==> src/rtl/step_aux_params.svh <==
// Timing figures, reset values and scaling constants of the step speed and aux output logic
`ifndef STEP_AUX_PARAMS_SVH
`define STEP_AUX_PARAMS_SVH
`define CLK_PERIOD_NS 40
`define FILT_UNIT_NS 500000
`define TICKS_PER_S (1000000000 / `FILT_UNIT_NS)
`define ILK_TIME_MS 50
`define STEP_PULSE_MS 100
`define WARN_TIME_UNIT_MS 100
`define HEAVY_WARN_S 36
`define HEAVY_TRIP_S 60
`define HEAVY_LEVEL_PCT 10'h096
`define STEP_FREQ_RST 16'h0bb8
`define METER_DIV_LIN 100
`define METER_DIV_CUR 150
`define METER_FULL 8'hff
`define PCT_FULL 16'h0064
`endif

==> src/rtl/step_aux_pkg.sv <==
// Types shared by the step speed and aux output logic
package step_aux_pkg;
  typedef logic [15:0] freq_t;
  typedef logic [9:0] pct_t;

  typedef struct packed {
    logic spd_x;
    logic spd_h;
    logic spd_m;
    logic spd_l;
  } speed_in_t;

  typedef struct packed {
    logic jog;
    speed_in_t spd;
    logic [2:0] ramp;
  } term_in_t;

  typedef struct packed {
    logic stall;
    logic dc_bus_high;
    logic dc_bus_low;
    logic heatsink_hot;
    logic ref_lost;
    logic running;
    logic speed_search;
  } drive_flags_t;

  typedef struct packed {
    logic ready;
    logic trv_acc;
    logic trv_dec;
    logic mmc;
    logic zero_speed;
    logic torque_det;
  } aux_misc_t;

  typedef struct packed {
    freq_t freq_max;
    logic [15:0] volt;
    logic [15:0] volt_max;
    logic [15:0] dcbus;
    logic [15:0] dcbus_max;
    pct_t torque_pct;
  } meter_src_t;

  typedef enum logic [4:0] {
    AUX_ARRIVE = 5'h00, AUX_BAND_BOTH, AUX_BAND_OUT, AUX_HYST, AUX_HYST_INV, AUX_WARN, AUX_HEAVY,
    AUX_STALL, AUX_DC_HIGH, AUX_DC_LOW, AUX_HOT, AUX_LOST, AUX_RUN, AUX_STOP, AUX_STEADY,
    AUX_INV_LINE, AUX_COMM_LINE, AUX_SEARCH, AUX_STEP_PULSE, AUX_SEQ_PULSE, AUX_READY,
    AUX_TRV_ACC, AUX_TRV_DEC, AUX_MMC, AUX_ZSPD, AUX_TORQ
  } aux_code_t;

  typedef enum logic [2:0] {
    METER_FREQ = 3'h0, METER_CUR, METER_VOLT, METER_DCBUS, METER_TORQUE
  } meter_sel_t;

  typedef enum {LINE_DRIVE, LINE_GAP_COMM, LINE_COMM, LINE_GAP_DRIVE} line_state_t;
endpackage

==> src/rtl/term_filter.sv <==
// Noise filter for the jog, speed and ramp select terminals
`timescale 1ns/10ps
`include "step_aux_params.svh"
module term_filter (
  input wire logic clk,
  input wire logic rstn,
  input wire logic tick,
  input wire logic [7:0] filt_setting,
  input wire step_aux_pkg::term_in_t raw,
  output step_aux_pkg::term_in_t clean_q
);
  logic [7:0] cnt_q [8];

  // A change must hold for filt_setting half-ms ticks before it is accepted
  always_ff @(posedge clk or negedge rstn) begin
    if (!rstn) begin
      clean_q <= '0;
      for (int i = 0; i < 8; i++) begin
        cnt_q[i] <= 8'h00;
      end
    end else begin
      for (int i = 0; i < 8; i++) begin
        if (raw[i] == clean_q[i]) begin
          cnt_q[i] <= 8'h00;
        end else if (filt_setting == 8'h00 || (tick && cnt_q[i] + 8'h01 >= filt_setting)) begin
          clean_q[i] <= raw[i];
          cnt_q[i] <= 8'h00;
        end else if (tick) begin
          cnt_q[i] <= cnt_q[i] + 8'h01;
        end
      end
    end
  end
endmodule

==> src/rtl/meter_pwm.sv <==
// Pulse-width meter output scaled from the selected quantity and gain
`timescale 1ns/10ps
`include "step_aux_params.svh"
module meter_pwm (
  input wire logic clk,
  input wire logic rstn,
  input wire logic [15:0] value,
  input wire logic [15:0] full_scale,
  input wire logic [7:0] gain,
  input wire logic cur_scale,
  output logic meter_pulse_out
);
  logic [31:0] num;
  logic [23:0] den;
  logic [31:0] ratio;
  logic [7:0] duty_q;
  logic [7:0] pwm_q;

  // Average = value / full_scale * 10V * gain / divisor, 255 counts being 10V
  always_comb begin
    num = 32'(value) * 32'(gain) * 32'(`METER_FULL);
    den = 24'(full_scale) * (cur_scale ? 24'(`METER_DIV_CUR) : 24'(`METER_DIV_LIN));
    ratio = (den == 24'h000000) ? 32'h00000000 : num / 32'(den);
  end

  always_ff @(posedge clk or negedge rstn) begin
    if (!rstn) begin
      duty_q <= 8'h00;
    end else begin
      duty_q <= (ratio > 32'(`METER_FULL)) ? `METER_FULL : ratio[7:0];
    end
  end

  always_ff @(posedge clk or negedge rstn) begin
    if (!rstn) begin
      pwm_q <= 8'h00;
      meter_pulse_out <= 1'b0;
    end else begin
      pwm_q <= pwm_q + 8'h01;
      meter_pulse_out <= pwm_q < duty_q;
    end
  end
endmodule

==> src/rtl/step_aux_logic.sv <==
// Step speed decode, ramp selection, aux relay selection and line exchange of the drive
`timescale 1ns/10ps
`include "step_aux_params.svh"
module step_aux_logic #(
  parameter int HALF_MS_CYCLES = `FILT_UNIT_NS / `CLK_PERIOD_NS
) (
  input wire logic clk,
  input wire logic rstn,
  input wire step_aux_pkg::term_in_t term_raw,
  input wire logic [7:0] filt_setting,
  input wire logic speed_sel_en,
  input wire logic ramp_sel_en,
  input wire step_aux_pkg::freq_t base_freq,
  input wire step_aux_pkg::freq_t jog_freq,
  input wire logic step_wr_en,
  input wire logic [3:0] step_wr_idx,
  input wire step_aux_pkg::freq_t step_wr_data,
  input wire step_aux_pkg::freq_t out_freq,
  input wire step_aux_pkg::freq_t ref_freq,
  input wire step_aux_pkg::freq_t freq_detect,
  input wire step_aux_pkg::freq_t detect_band,
  input wire step_aux_pkg::pct_t out_current,
  input wire step_aux_pkg::pct_t warn_level,
  input wire logic [7:0] warn_time,
  input wire step_aux_pkg::drive_flags_t flags,
  input wire step_aux_pkg::aux_misc_t misc,
  input wire logic auto_seq_en,
  input wire logic step_event,
  input wire logic seq_event,
  input wire logic line_to_comm,
  input wire logic fault_reset,
  input wire logic [4:0] aux_sel,
  input wire logic [2:0] meter_sel,
  input wire logic [7:0] meter_gain,
  input wire step_aux_pkg::meter_src_t meter_src,
  output step_aux_pkg::freq_t freq_cmd_q,
  output logic [3:0] step_idx_q,
  output logic jog_active_q,
  output logic [2:0] ramp_idx_q,
  output logic aux_relay_contact,
  output logic overload_warning,
  output logic drive_overload,
  output logic inv_line,
  output logic comm_line,
  output logic meter_pulse_out
);
  localparam int TICKS_PER_S = `TICKS_PER_S;
  localparam int ILK_TICKS = `ILK_TIME_MS * TICKS_PER_S / 1000;
  localparam int PULSE_TICKS = `STEP_PULSE_MS * TICKS_PER_S / 1000;
  localparam int WARN_UNIT_TICKS = `WARN_TIME_UNIT_MS * TICKS_PER_S / 1000;
  localparam int HEAVY_WARN_TICKS = `HEAVY_WARN_S * TICKS_PER_S;
  localparam int HEAVY_TRIP_TICKS = `HEAVY_TRIP_S * TICKS_PER_S;

  function automatic logic [16:0] band_low(input logic [15:0] det, input logic [15:0] band);
    logic [16:0] half;
    half = 17'(band >> 1);
    band_low = (17'(det) > half) ? 17'(det) - half : 17'h00000;
  endfunction

  function automatic logic in_band(input logic [15:0] f, input logic [15:0] det,
                                   input logic [15:0] band);
    in_band = 17'(f) >= band_low(det, band) && 17'(f) <= 17'(det) + 17'(band >> 1);
  endfunction

  logic [15:0] div_q;
  logic tick_q;
  step_aux_pkg::term_in_t term_q;
  logic [3:0] spd_idx;
  step_aux_pkg::freq_t step_tbl_q [1:15];
  logic det_hyst_q;
  logic [15:0] warn_cnt_q;
  logic [16:0] heavy_cnt_q;
  logic [7:0] pulse_q;
  step_aux_pkg::line_state_t line_q;
  logic [7:0] gap_q;
  logic cond;
  logic [15:0] meter_val;
  logic [15:0] meter_fs;

  // Half-ms enable drives every slow timer
  always_ff @(posedge clk or negedge rstn) begin
    if (!rstn) begin
      div_q <= 16'h0000;
      tick_q <= 1'b0;
    end else begin
      tick_q <= div_q == 16'(HALF_MS_CYCLES - 1);
      div_q <= (div_q == 16'(HALF_MS_CYCLES - 1)) ? 16'h0000 : div_q + 16'h0001;
    end
  end

  term_filter u_filter (
    .clk(clk),
    .rstn(rstn),
    .tick(tick_q),
    .filt_setting(filt_setting),
    .raw(term_raw),
    .clean_q(term_q)
  );

  assign spd_idx = speed_sel_en ? term_q.spd : 4'h0;

  // Writes to index zero are dropped: that step is the base frequency input
  always_ff @(posedge clk or negedge rstn) begin
    if (!rstn) begin
      for (int i = 1; i < 16; i++) begin
        step_tbl_q[i] <= `STEP_FREQ_RST;
      end
    end else if (step_wr_en && step_wr_idx != 4'h0) begin
      step_tbl_q[step_wr_idx] <= step_wr_data;
    end
  end

  always_ff @(posedge clk or negedge rstn) begin
    if (!rstn) begin
      freq_cmd_q <= 16'h0000;
      step_idx_q <= 4'h0;
      jog_active_q <= 1'b0;
    end else begin
      step_idx_q <= spd_idx;
      jog_active_q <= term_q.jog;
      if (term_q.jog) begin
        freq_cmd_q <= jog_freq;
      end else if (spd_idx == 4'h0) begin
        freq_cmd_q <= base_freq;
      end else begin
        freq_cmd_q <= step_tbl_q[spd_idx];
      end
    end
  end

  always_ff @(posedge clk or negedge rstn) begin
    if (!rstn) begin
      ramp_idx_q <= 3'h0;
    end else begin
      ramp_idx_q <= ramp_sel_en ? term_q.ramp : 3'h0;
    end
  end

  // Hysteresis detect: the band keeps the contact from chattering near the threshold
  always_ff @(posedge clk or negedge rstn) begin
    if (!rstn) begin
      det_hyst_q <= 1'b0;
    end else if (out_freq >= freq_detect) begin
      det_hyst_q <= 1'b1;
    end else if (17'(out_freq) < band_low(freq_detect, detect_band)) begin
      det_hyst_q <= 1'b0;
    end
  end

  always_ff @(posedge clk or negedge rstn) begin
    if (!rstn) begin
      warn_cnt_q <= 16'h0000;
      overload_warning <= 1'b0;
    end else if (out_current < warn_level) begin
      warn_cnt_q <= 16'h0000;
      overload_warning <= 1'b0;
    end else begin
      if (tick_q && warn_cnt_q < 16'(warn_time) * 16'(WARN_UNIT_TICKS)) begin
        warn_cnt_q <= warn_cnt_q + 16'h0001;
      end
      overload_warning <= warn_cnt_q >= 16'(warn_time) * 16'(WARN_UNIT_TICKS);
    end
  end

  // Trip is sticky until fault_reset; a new trip in the reset cycle wins
  always_ff @(posedge clk or negedge rstn) begin
    if (!rstn) begin
      heavy_cnt_q <= 17'h00000;
      drive_overload <= 1'b0;
    end else begin
      if (out_current <= `HEAVY_LEVEL_PCT) begin
        heavy_cnt_q <= 17'h00000;
      end else if (tick_q && heavy_cnt_q < 17'(HEAVY_TRIP_TICKS)) begin
        heavy_cnt_q <= heavy_cnt_q + 17'h00001;
      end
      if (heavy_cnt_q >= 17'(HEAVY_TRIP_TICKS)) begin
        drive_overload <= 1'b1;
      end else if (fault_reset) begin
        drive_overload <= 1'b0;
      end
    end
  end

  // Relay pulse is stretched so that a mechanical contact can follow it
  always_ff @(posedge clk or negedge rstn) begin
    if (!rstn) begin
      pulse_q <= 8'h00;
    end else if (auto_seq_en && ((aux_sel == step_aux_pkg::AUX_STEP_PULSE && step_event) ||
                                 (aux_sel == step_aux_pkg::AUX_SEQ_PULSE && seq_event))) begin
      pulse_q <= 8'(PULSE_TICKS);
    end else if (tick_q && pulse_q != 8'h00) begin
      pulse_q <= pulse_q - 8'h01;
    end
  end

  // Reset starts in a gap so the contacts never close before an interlock has passed
  always_ff @(posedge clk or negedge rstn) begin
    if (!rstn) begin
      line_q <= step_aux_pkg::LINE_GAP_DRIVE;
      gap_q <= 8'h00;
    end else begin
      unique case (line_q)
        step_aux_pkg::LINE_DRIVE: begin
          if (line_to_comm) begin
            line_q <= step_aux_pkg::LINE_GAP_COMM;
            gap_q <= 8'h00;
          end
        end
        step_aux_pkg::LINE_COMM: begin
          if (!line_to_comm) begin
            line_q <= step_aux_pkg::LINE_GAP_DRIVE;
            gap_q <= 8'h00;
          end
        end
        step_aux_pkg::LINE_GAP_COMM, step_aux_pkg::LINE_GAP_DRIVE: begin
          if (tick_q && gap_q == 8'(ILK_TICKS)) begin
            line_q <= line_to_comm ? step_aux_pkg::LINE_COMM : step_aux_pkg::LINE_DRIVE;
          end else if (tick_q) begin
            gap_q <= gap_q + 8'h01;
          end
        end
      endcase
    end
  end

  assign inv_line = line_q == step_aux_pkg::LINE_DRIVE;
  assign comm_line = line_q == step_aux_pkg::LINE_COMM;

  always_comb begin
    cond = 1'b0;
    unique case (aux_sel)
      step_aux_pkg::AUX_ARRIVE: cond = out_freq == ref_freq;
      step_aux_pkg::AUX_BAND_BOTH: begin
        cond = in_band(ref_freq, freq_detect, detect_band) &&
               in_band(out_freq, freq_detect, detect_band);
      end
      step_aux_pkg::AUX_BAND_OUT: cond = in_band(out_freq, freq_detect, detect_band);
      step_aux_pkg::AUX_HYST: cond = det_hyst_q;
      step_aux_pkg::AUX_HYST_INV: cond = !det_hyst_q;
      step_aux_pkg::AUX_WARN: cond = overload_warning;
      step_aux_pkg::AUX_HEAVY: cond = heavy_cnt_q >= 17'(HEAVY_WARN_TICKS);
      step_aux_pkg::AUX_STALL: cond = flags.stall;
      step_aux_pkg::AUX_DC_HIGH: cond = flags.dc_bus_high;
      step_aux_pkg::AUX_DC_LOW: cond = flags.dc_bus_low;
      step_aux_pkg::AUX_HOT: cond = flags.heatsink_hot;
      step_aux_pkg::AUX_LOST: cond = flags.ref_lost;
      step_aux_pkg::AUX_RUN: cond = flags.running;
      step_aux_pkg::AUX_STOP: cond = !flags.running;
      step_aux_pkg::AUX_STEADY: cond = flags.running && out_freq == ref_freq;
      step_aux_pkg::AUX_INV_LINE: cond = inv_line;
      step_aux_pkg::AUX_COMM_LINE: cond = comm_line;
      step_aux_pkg::AUX_SEARCH: cond = flags.speed_search;
      step_aux_pkg::AUX_STEP_PULSE, step_aux_pkg::AUX_SEQ_PULSE: cond = pulse_q != 8'h00;
      step_aux_pkg::AUX_READY: cond = misc.ready;
      step_aux_pkg::AUX_TRV_ACC: cond = misc.trv_acc;
      step_aux_pkg::AUX_TRV_DEC: cond = misc.trv_dec;
      step_aux_pkg::AUX_MMC: cond = misc.mmc;
      step_aux_pkg::AUX_ZSPD: cond = misc.zero_speed;
      step_aux_pkg::AUX_TORQ: cond = misc.torque_det;
      default: cond = 1'b0;
    endcase
  end

  always_ff @(posedge clk or negedge rstn) begin
    if (!rstn) begin
      aux_relay_contact <= 1'b0;
    end else begin
      aux_relay_contact <= cond;
    end
  end

  always_comb begin
    meter_val = out_freq;
    meter_fs = meter_src.freq_max;
    unique case (meter_sel)
      step_aux_pkg::METER_FREQ: begin
        meter_val = out_freq;
        meter_fs = meter_src.freq_max;
      end
      step_aux_pkg::METER_CUR: begin
        meter_val = 16'(out_current);
        meter_fs = `PCT_FULL;
      end
      step_aux_pkg::METER_VOLT: begin
        meter_val = meter_src.volt;
        meter_fs = meter_src.volt_max;
      end
      step_aux_pkg::METER_DCBUS: begin
        meter_val = meter_src.dcbus;
        meter_fs = meter_src.dcbus_max;
      end
      step_aux_pkg::METER_TORQUE: begin
        meter_val = 16'(meter_src.torque_pct);
        meter_fs = `PCT_FULL;
      end
      default: begin
        meter_val = 16'h0000;
        meter_fs = `PCT_FULL;
      end
    endcase
  end

  meter_pwm u_meter (
    .clk(clk),
    .rstn(rstn),
    .value(meter_val),
    .full_scale(meter_fs),
    .gain(meter_gain),
    .cur_scale(meter_sel == step_aux_pkg::METER_CUR || meter_sel == step_aux_pkg::METER_TORQUE),
    .meter_pulse_out(meter_pulse_out)
  );

  // Counts interlock ticks seen with both line contacts open
  logic [7:0] open_ticks_q;
  always_ff @(posedge clk or negedge rstn) begin
    if (!rstn) begin
      open_ticks_q <= 8'h00;
    end else if (inv_line || comm_line) begin
      open_ticks_q <= 8'h00;
    end else if (tick_q && open_ticks_q != 8'hff) begin
      open_ticks_q <= open_ticks_q + 8'h01;
    end
  end
endmodule

==> config.mk <==
export PLATFORM = sky130hd
export DESIGN_NAME = step_aux_logic
export DESIGN_NICKNAME = d
export VERILOG_FILES = /design/src/rtl/step_aux_pkg.sv /design/src/rtl/term_filter.sv /design/src/rtl/meter_pwm.sv /design/src/rtl/step_aux_logic.sv
export VERILOG_INCLUDE_DIRS = /design/src /design/src/rtl
export SDC_FILE = /design/constraint.sdc
export NUM_CORES = 2
export LEC_CHECK = 0
export BUFFER_PORTS_ARGS = -buffer_cell sky130_fd_sc_hd__clkbuf_2
export CAP_MARGIN = 20
export CORE_MARGIN = 5
export CORE_UTILIZATION = 61
export CTS_CLUSTER_DIAMETER = 200
export DETAILED_ROUTE_END_ITERATION = 8
export PLACE_DENSITY = 0.9
export SYNTH_ARGS = -nofsm -noshare
export SYNTH_HDL_FRONTEND = slang
export SYNTH_SLANG_ARGS = --single-unit
==> constraint.sdc <==
create_clock -name clk -period 3.2 [get_ports clk]
set_clock_uncertainty 0.1 [all_clocks]
set_input_delay 0.48 -clock clk [delete_from_list [all_inputs] [get_ports clk]]
set_output_delay 0.48 -clock clk [all_outputs]
set_load 0.02 [all_outputs]
==> results of run 1 <==
kinds of logic after synthesis:
logic type	synth area share [%]
other	0.0117
muxes	9.79
AOI/OAI and AO/OA	19.7
DFF	16.7
and+or+nand+nor	18.3
xor gates and xnor gates	6.40
buffers and inverters	4.75
adders and majority gates	24.3
through the flow:
step / setup slack (ns) / hold WS, ns / util [%] / instance area [um2]
2_1_floorplan: -74.35 / 0.0844 / - / 66700
3_3_place_gp: -73.69 / 0.362 / 80.5 / 84500
3_5_place_dp: -80.88 / 0.372 / 80.5 / 84500
4_1_cts: -74.76 / 0.0115 / 86.7 / 91000
timing repair:
action | 4_1_cts
setup endpoints to repair | 49
buffers inserted | 296
gates cloned | 7
hold endpoints to repair | 54
resized for setup | 562
hold buffers | 2
pin swaps | 381
routing by layer:
| layer | global-route usage, % | overflow |
|---|---|---|
| met5 | 75.0 | 32 |
| met4 | 105 | 1717 |
| met3 | 87.7 | 369 |
| met2 | 115 | 4677 |
| met1 | 90.1 | 420 |
==> results.json, run 1 <==
{
  "initial_utilization_pct": 61.3,
  "row_count": 119,
  "fp.dieH_um": 335,
  "placed_cells": 11300,
  "ys_ff_latch": 425,
  "synth_seq_area_share_pct": 16.7,
  "grt_pass1_wl_um": 841000,
  "htree_levels": 2,
  "cts_buffer_depth": 3,
  "synth_area_per_cell_um2": 8.32,
  "synth-async-reset-ratio_pct": 100,
  "stop_stage": "global routing (5_1_grt)",
  "root_buffer": "clkbuf_16",
  "synth-edff-count": 0,
  "clkSinkCount": 425,
  "synth_area_mm2": 0.0643,
  "ioPinCount": 319,
  "die_w_um": 335,
  "grt_pass1_vias": 118000,
  "grt_max_degree": 85,
  "error": "[ERROR GRT-0116] Global routing finished with congestion. Check the congestion regions in the DRC Viewer.",
  "track_usage_pct": 98.2,
  "gp_congestion": 1.11,
  "gr-total-overflow": 7215,
  "yosys.area.top_type": "ha_1",
  "dp_hpwl_um": 221000,
  "portBuffers": 317,
  "yosysWarnings": 0,
  "yosysMostFrequentCell": "ha_1",
  "numCtsBuffers": 42,
  "synthTopCellsByArea": "ha_1 (18%), dfrtp_1 (12%), mux2_2 (7.9%), fa_1 (6.6%), dfstp_2 (4.4%)",
  "synth_common_cells": "ha_1 (904), nor2_1 (635), nand2_1 (621)",
  "syn_inst": 7729,
  "yosysUniqueCellTypes": 118,
  "status": "aborted with a tool error",
  "ys.flop_type": "dfrtp_1",
  "yosys.area.top_type_share_pct": 17.6
}
==> inputs of run 2 (changes only) <==
--- a/config.mk
+++ b/config.mk
@@ -9,10 +9,9 @@
 export BUFFER_PORTS_ARGS = -buffer_cell sky130_fd_sc_hd__clkbuf_2
 export CAP_MARGIN = 20
 export CORE_MARGIN = 5
-export CORE_UTILIZATION = 61
-export CTS_CLUSTER_DIAMETER = 200
+export CORE_UTILIZATION = 40
 export DETAILED_ROUTE_END_ITERATION = 8
-export PLACE_DENSITY = 0.9
+export PLACE_DENSITY_LB_ADDON = 0.15
 export SYNTH_ARGS = -nofsm -noshare
 export SYNTH_HDL_FRONTEND = slang
 export SYNTH_SLANG_ARGS = --single-unit
==> run 2 against run 1 <==
  * The flow now finishes, with violations (setup timing)
  * Area after synthesis stayed put
  * Synthesized cell count stayed put
==> results.json, run 2 <==
{
  "gr-total-overflow": 0,
  "cp_max_fo": 19,
  "dr.pass1.iters": 6,
  "final_hold_viol_count": 0,
  "cpPeakStageDelay_ns": 0.55,
  "detail_route.vias_per_cell": 5.44,
  "track_usage_pct": 29.5,
  "synth_compound_area_share_pct": 19.7,
  "grt_pass1_vias": 72000,
  "worst_r2r_path_depth": 16,
  "drive_gt1_share_pct": 43.2,
  "ioPinCount": 319,
  "yosys.area.top_type": "ha_1",
  "final_cell_area_mm2": 0.0973,
  "cp.depth": 420,
  "areaGrowthSynthToFinish_pct": 51.4,
  "slew_viol_final": 0,
  "synth_area_mm2": 0.0643,
  "whs_ns": 0.0332,
  "synth_top_family_by_area": "adder cells",
  "grt_max_degree": 85,
  "clock_latency_ns": 0.69,
  "clkSinkCount": 425,
  "vias": 70500,
  "synth_area_per_cell_um2": 8.32,
  "yosys.area.top_type_share_pct": 17.6,
  "synth-edff-count": 0,
  "synth-async-reset-ratio_pct": 100,
  "reg_top3": "step_tbl_q x240, u_filter.cnt_q x64, heavy_cnt_q x17",
  "synth_adder_area_share_pct": 24.3,
  "rsz0062_at_grt": "yes",
  "hold_depth": 3,
  "finalSetupViolCount": 27,
  "yosysMostFrequentCell": "ha_1",
  "grt_pass1_wl_um": 399000,
  "cts_tree": "yes",
  "hold_path.class": "in2reg",
  "drt_iter0_drc": 3936,
  "dpl_cell_area_mm2": 0.0871,
  "ant_nets": 0,
  "finalCritPeriodShare_pct": 2380,
  "wl_um": 259000,
  "drc": 0,
  "gp_congestion": 0.973,
  "slowest_stage": "fa_1",
  "yosysUniqueCellTypes": 118,
  "startpoint_type": "input pin",
  "ys.flop_type": "dfrtp_1",
  "dp_hpwl_um": 204000,
  "row_count": 147,
  "cpMostUsedCell": "o21a_1",
  "final_cell_mix": "buf_4 (2689), ha_1 (775), nand2_1 (582)",
  "synth_seq_area_share_pct": 16.7,
  "fin_nets": 12200,
  "wl_per_cell_um": 20.0,
  "synth-xor-area-share_pct": 6.40,
  "status": "finished, violations left",
  "cp_top_family": "compound AO/OA/AOI/OAI gates",
  "fin_crit_ns": 76.29,
  "stdcell_count": 13000,
  "fp.coreArea_mm2": 0.160,
  "max_cap_viol_count": 0,
  "synth_mux_area_share_pct": 9.79,
  "fp.dieH_um": 411,
  "numCtsBuffers": 52,
  "largest_register": "step_tbl_q",
  "syn_inst": 7729,
  "critPathKind": "in2reg",
  "yosysWarnings": 0,
  "root_buffer": "clkbuf_16",
  "dp_slack_ns": -77.19,
  "tightestPinTransition_ns": 1.11,
  "critical_path_buf_inv_count": 57,
  "worstPathRequired_ns": 3.67,
  "die_area_mm2": 0.169,
  "synth_common_cells": "ha_1 (904), nor2_1 (635), nand2_1 (621)",
  "ys_ff_latch": 425,
  "violations": "setup timing",
  "portBuffers": 317,
  "synthSimpleGateAreaFrac_pct": 18.3,
  "die_w_um": 411,
  "htree_levels": 2,
  "fin_ws_ns": -73.09,
  "cts_buffer_depth": 3,
  "placed_cells": 12300,
  "final_common_cell": "buf_4",
  "initial_utilization_pct": 40.1,
  "endpoint_kind": "flop",
  "cp.arrival_ns": 76.77,
  "largest_reg_flops": 240,
  "fmax_mhz": 13.1,
  "max_slew_margin_pct": 25.8,
  "nFillCells": 14100,
  "path_clk_slew_ns": 0.09,
  "antenna_found_initial": 4,
  "synthTopCellsByArea": "ha_1 (18%), dfrtp_1 (12%), mux2_2 (7.9%), fa_1 (6.6%), dfstp_2 (4.4%)"
}
==> run 2: cell type report <==
class	instances	area, um2	share of cell area, %
inverter	527	2000	2.05
multi-input combinational	6569	56000	57.5
sequential	425	10800	11.1
clock buffer	71	1460	1.50
tap	2160	2700	2.78
clock inverter	27	427	0.438
antenna	3	7.51	0.00771
timing repair buffer	3176	24000	24.6
==> run 2: worst paths after layout <==
check / from / end / slack (ns)
setup / recovery: meter_sel[0] / u_meter.duty_q[0] / -73.09
setup reg to reg: u_filter.cnt_q[16] / u_filter.cnt_q[21] / 0.17
hold / removal: base_freq[6] / freq_cmd_q[6] / 0.03
min in group asynchronous: rstn / step_tbl_q[157] / 0.22
hold reg to reg: div_q[0] / div_q[0] / 0.38
max in group asynchronous: rstn / u_filter.cnt_q[33] / 1.67
==> run 2: metal layers <==
metal	track usage [%]	vias up	wire (um)
met1	37.7	34300	113000
li1	-	33900	-
met5	0	-	0
met2	50.7	1782	122000
met3	3.30	551	11700
met4	11.8	0	12100
==> run 2: kinds of logic (layout without fill, tap and decap cells) <==
kind of cell,count (synthesis),count (layout)
AO/OA/AOI/OAI,1923,1923
flip-flops,425,425
adder cells (fa/ha/maj),1124,1124
buffers and inverters,792,3801
multiplexers,568,568
other,2,61
XOR/XNOR,470,470
AND/OR/NAND/NOR,2425,2426
==> run 2: timing repair <==
item | in CTS | in global routing
cloned | 6 | 0
setup endpoints to repair | 27 | 52
gates resized for setup | 563 | 306
hold buffers | 33 | 0
buffers inserted | 364 | 157
pin swaps | 365 | 335
endpoints found under the hold margin | 76 | 0
==> run 2: per-stage QoR <==
step | TNS (ns) | util (%)
after global routing | -544.44 | 60.8
after global placement | -546.21 | 54.3
after CTS | -501.08 | 59.2
after floorplan | -516.08 | -
final | -515.83 | 60.8
after detailed placement | -558.73 | 54.3
==> run 2: worst register-to-register path: stages, from the launching register on <==
cell,delay [ns]
dfrtp_1,0.43
ha_1,0.28
xor2_1,0.17
ha_1,0.27
nor2b_1,0.12
o21ai_0,0.14
nand2b_1,0.07
a21oi_1,0.14
nor2b_1,0.06
o21ai_0,0.14
nand2b_1,0.09
a21oi_1,0.20
buf_4,0.17
nand3_1,0.18
nor2_1,0.17
o21ai_0,0.10
o31ai_1,0.08
Power of run 2 is not shown: default switching activity piles up to over one toggle a cycle in this logic, so the estimate is an artifact.
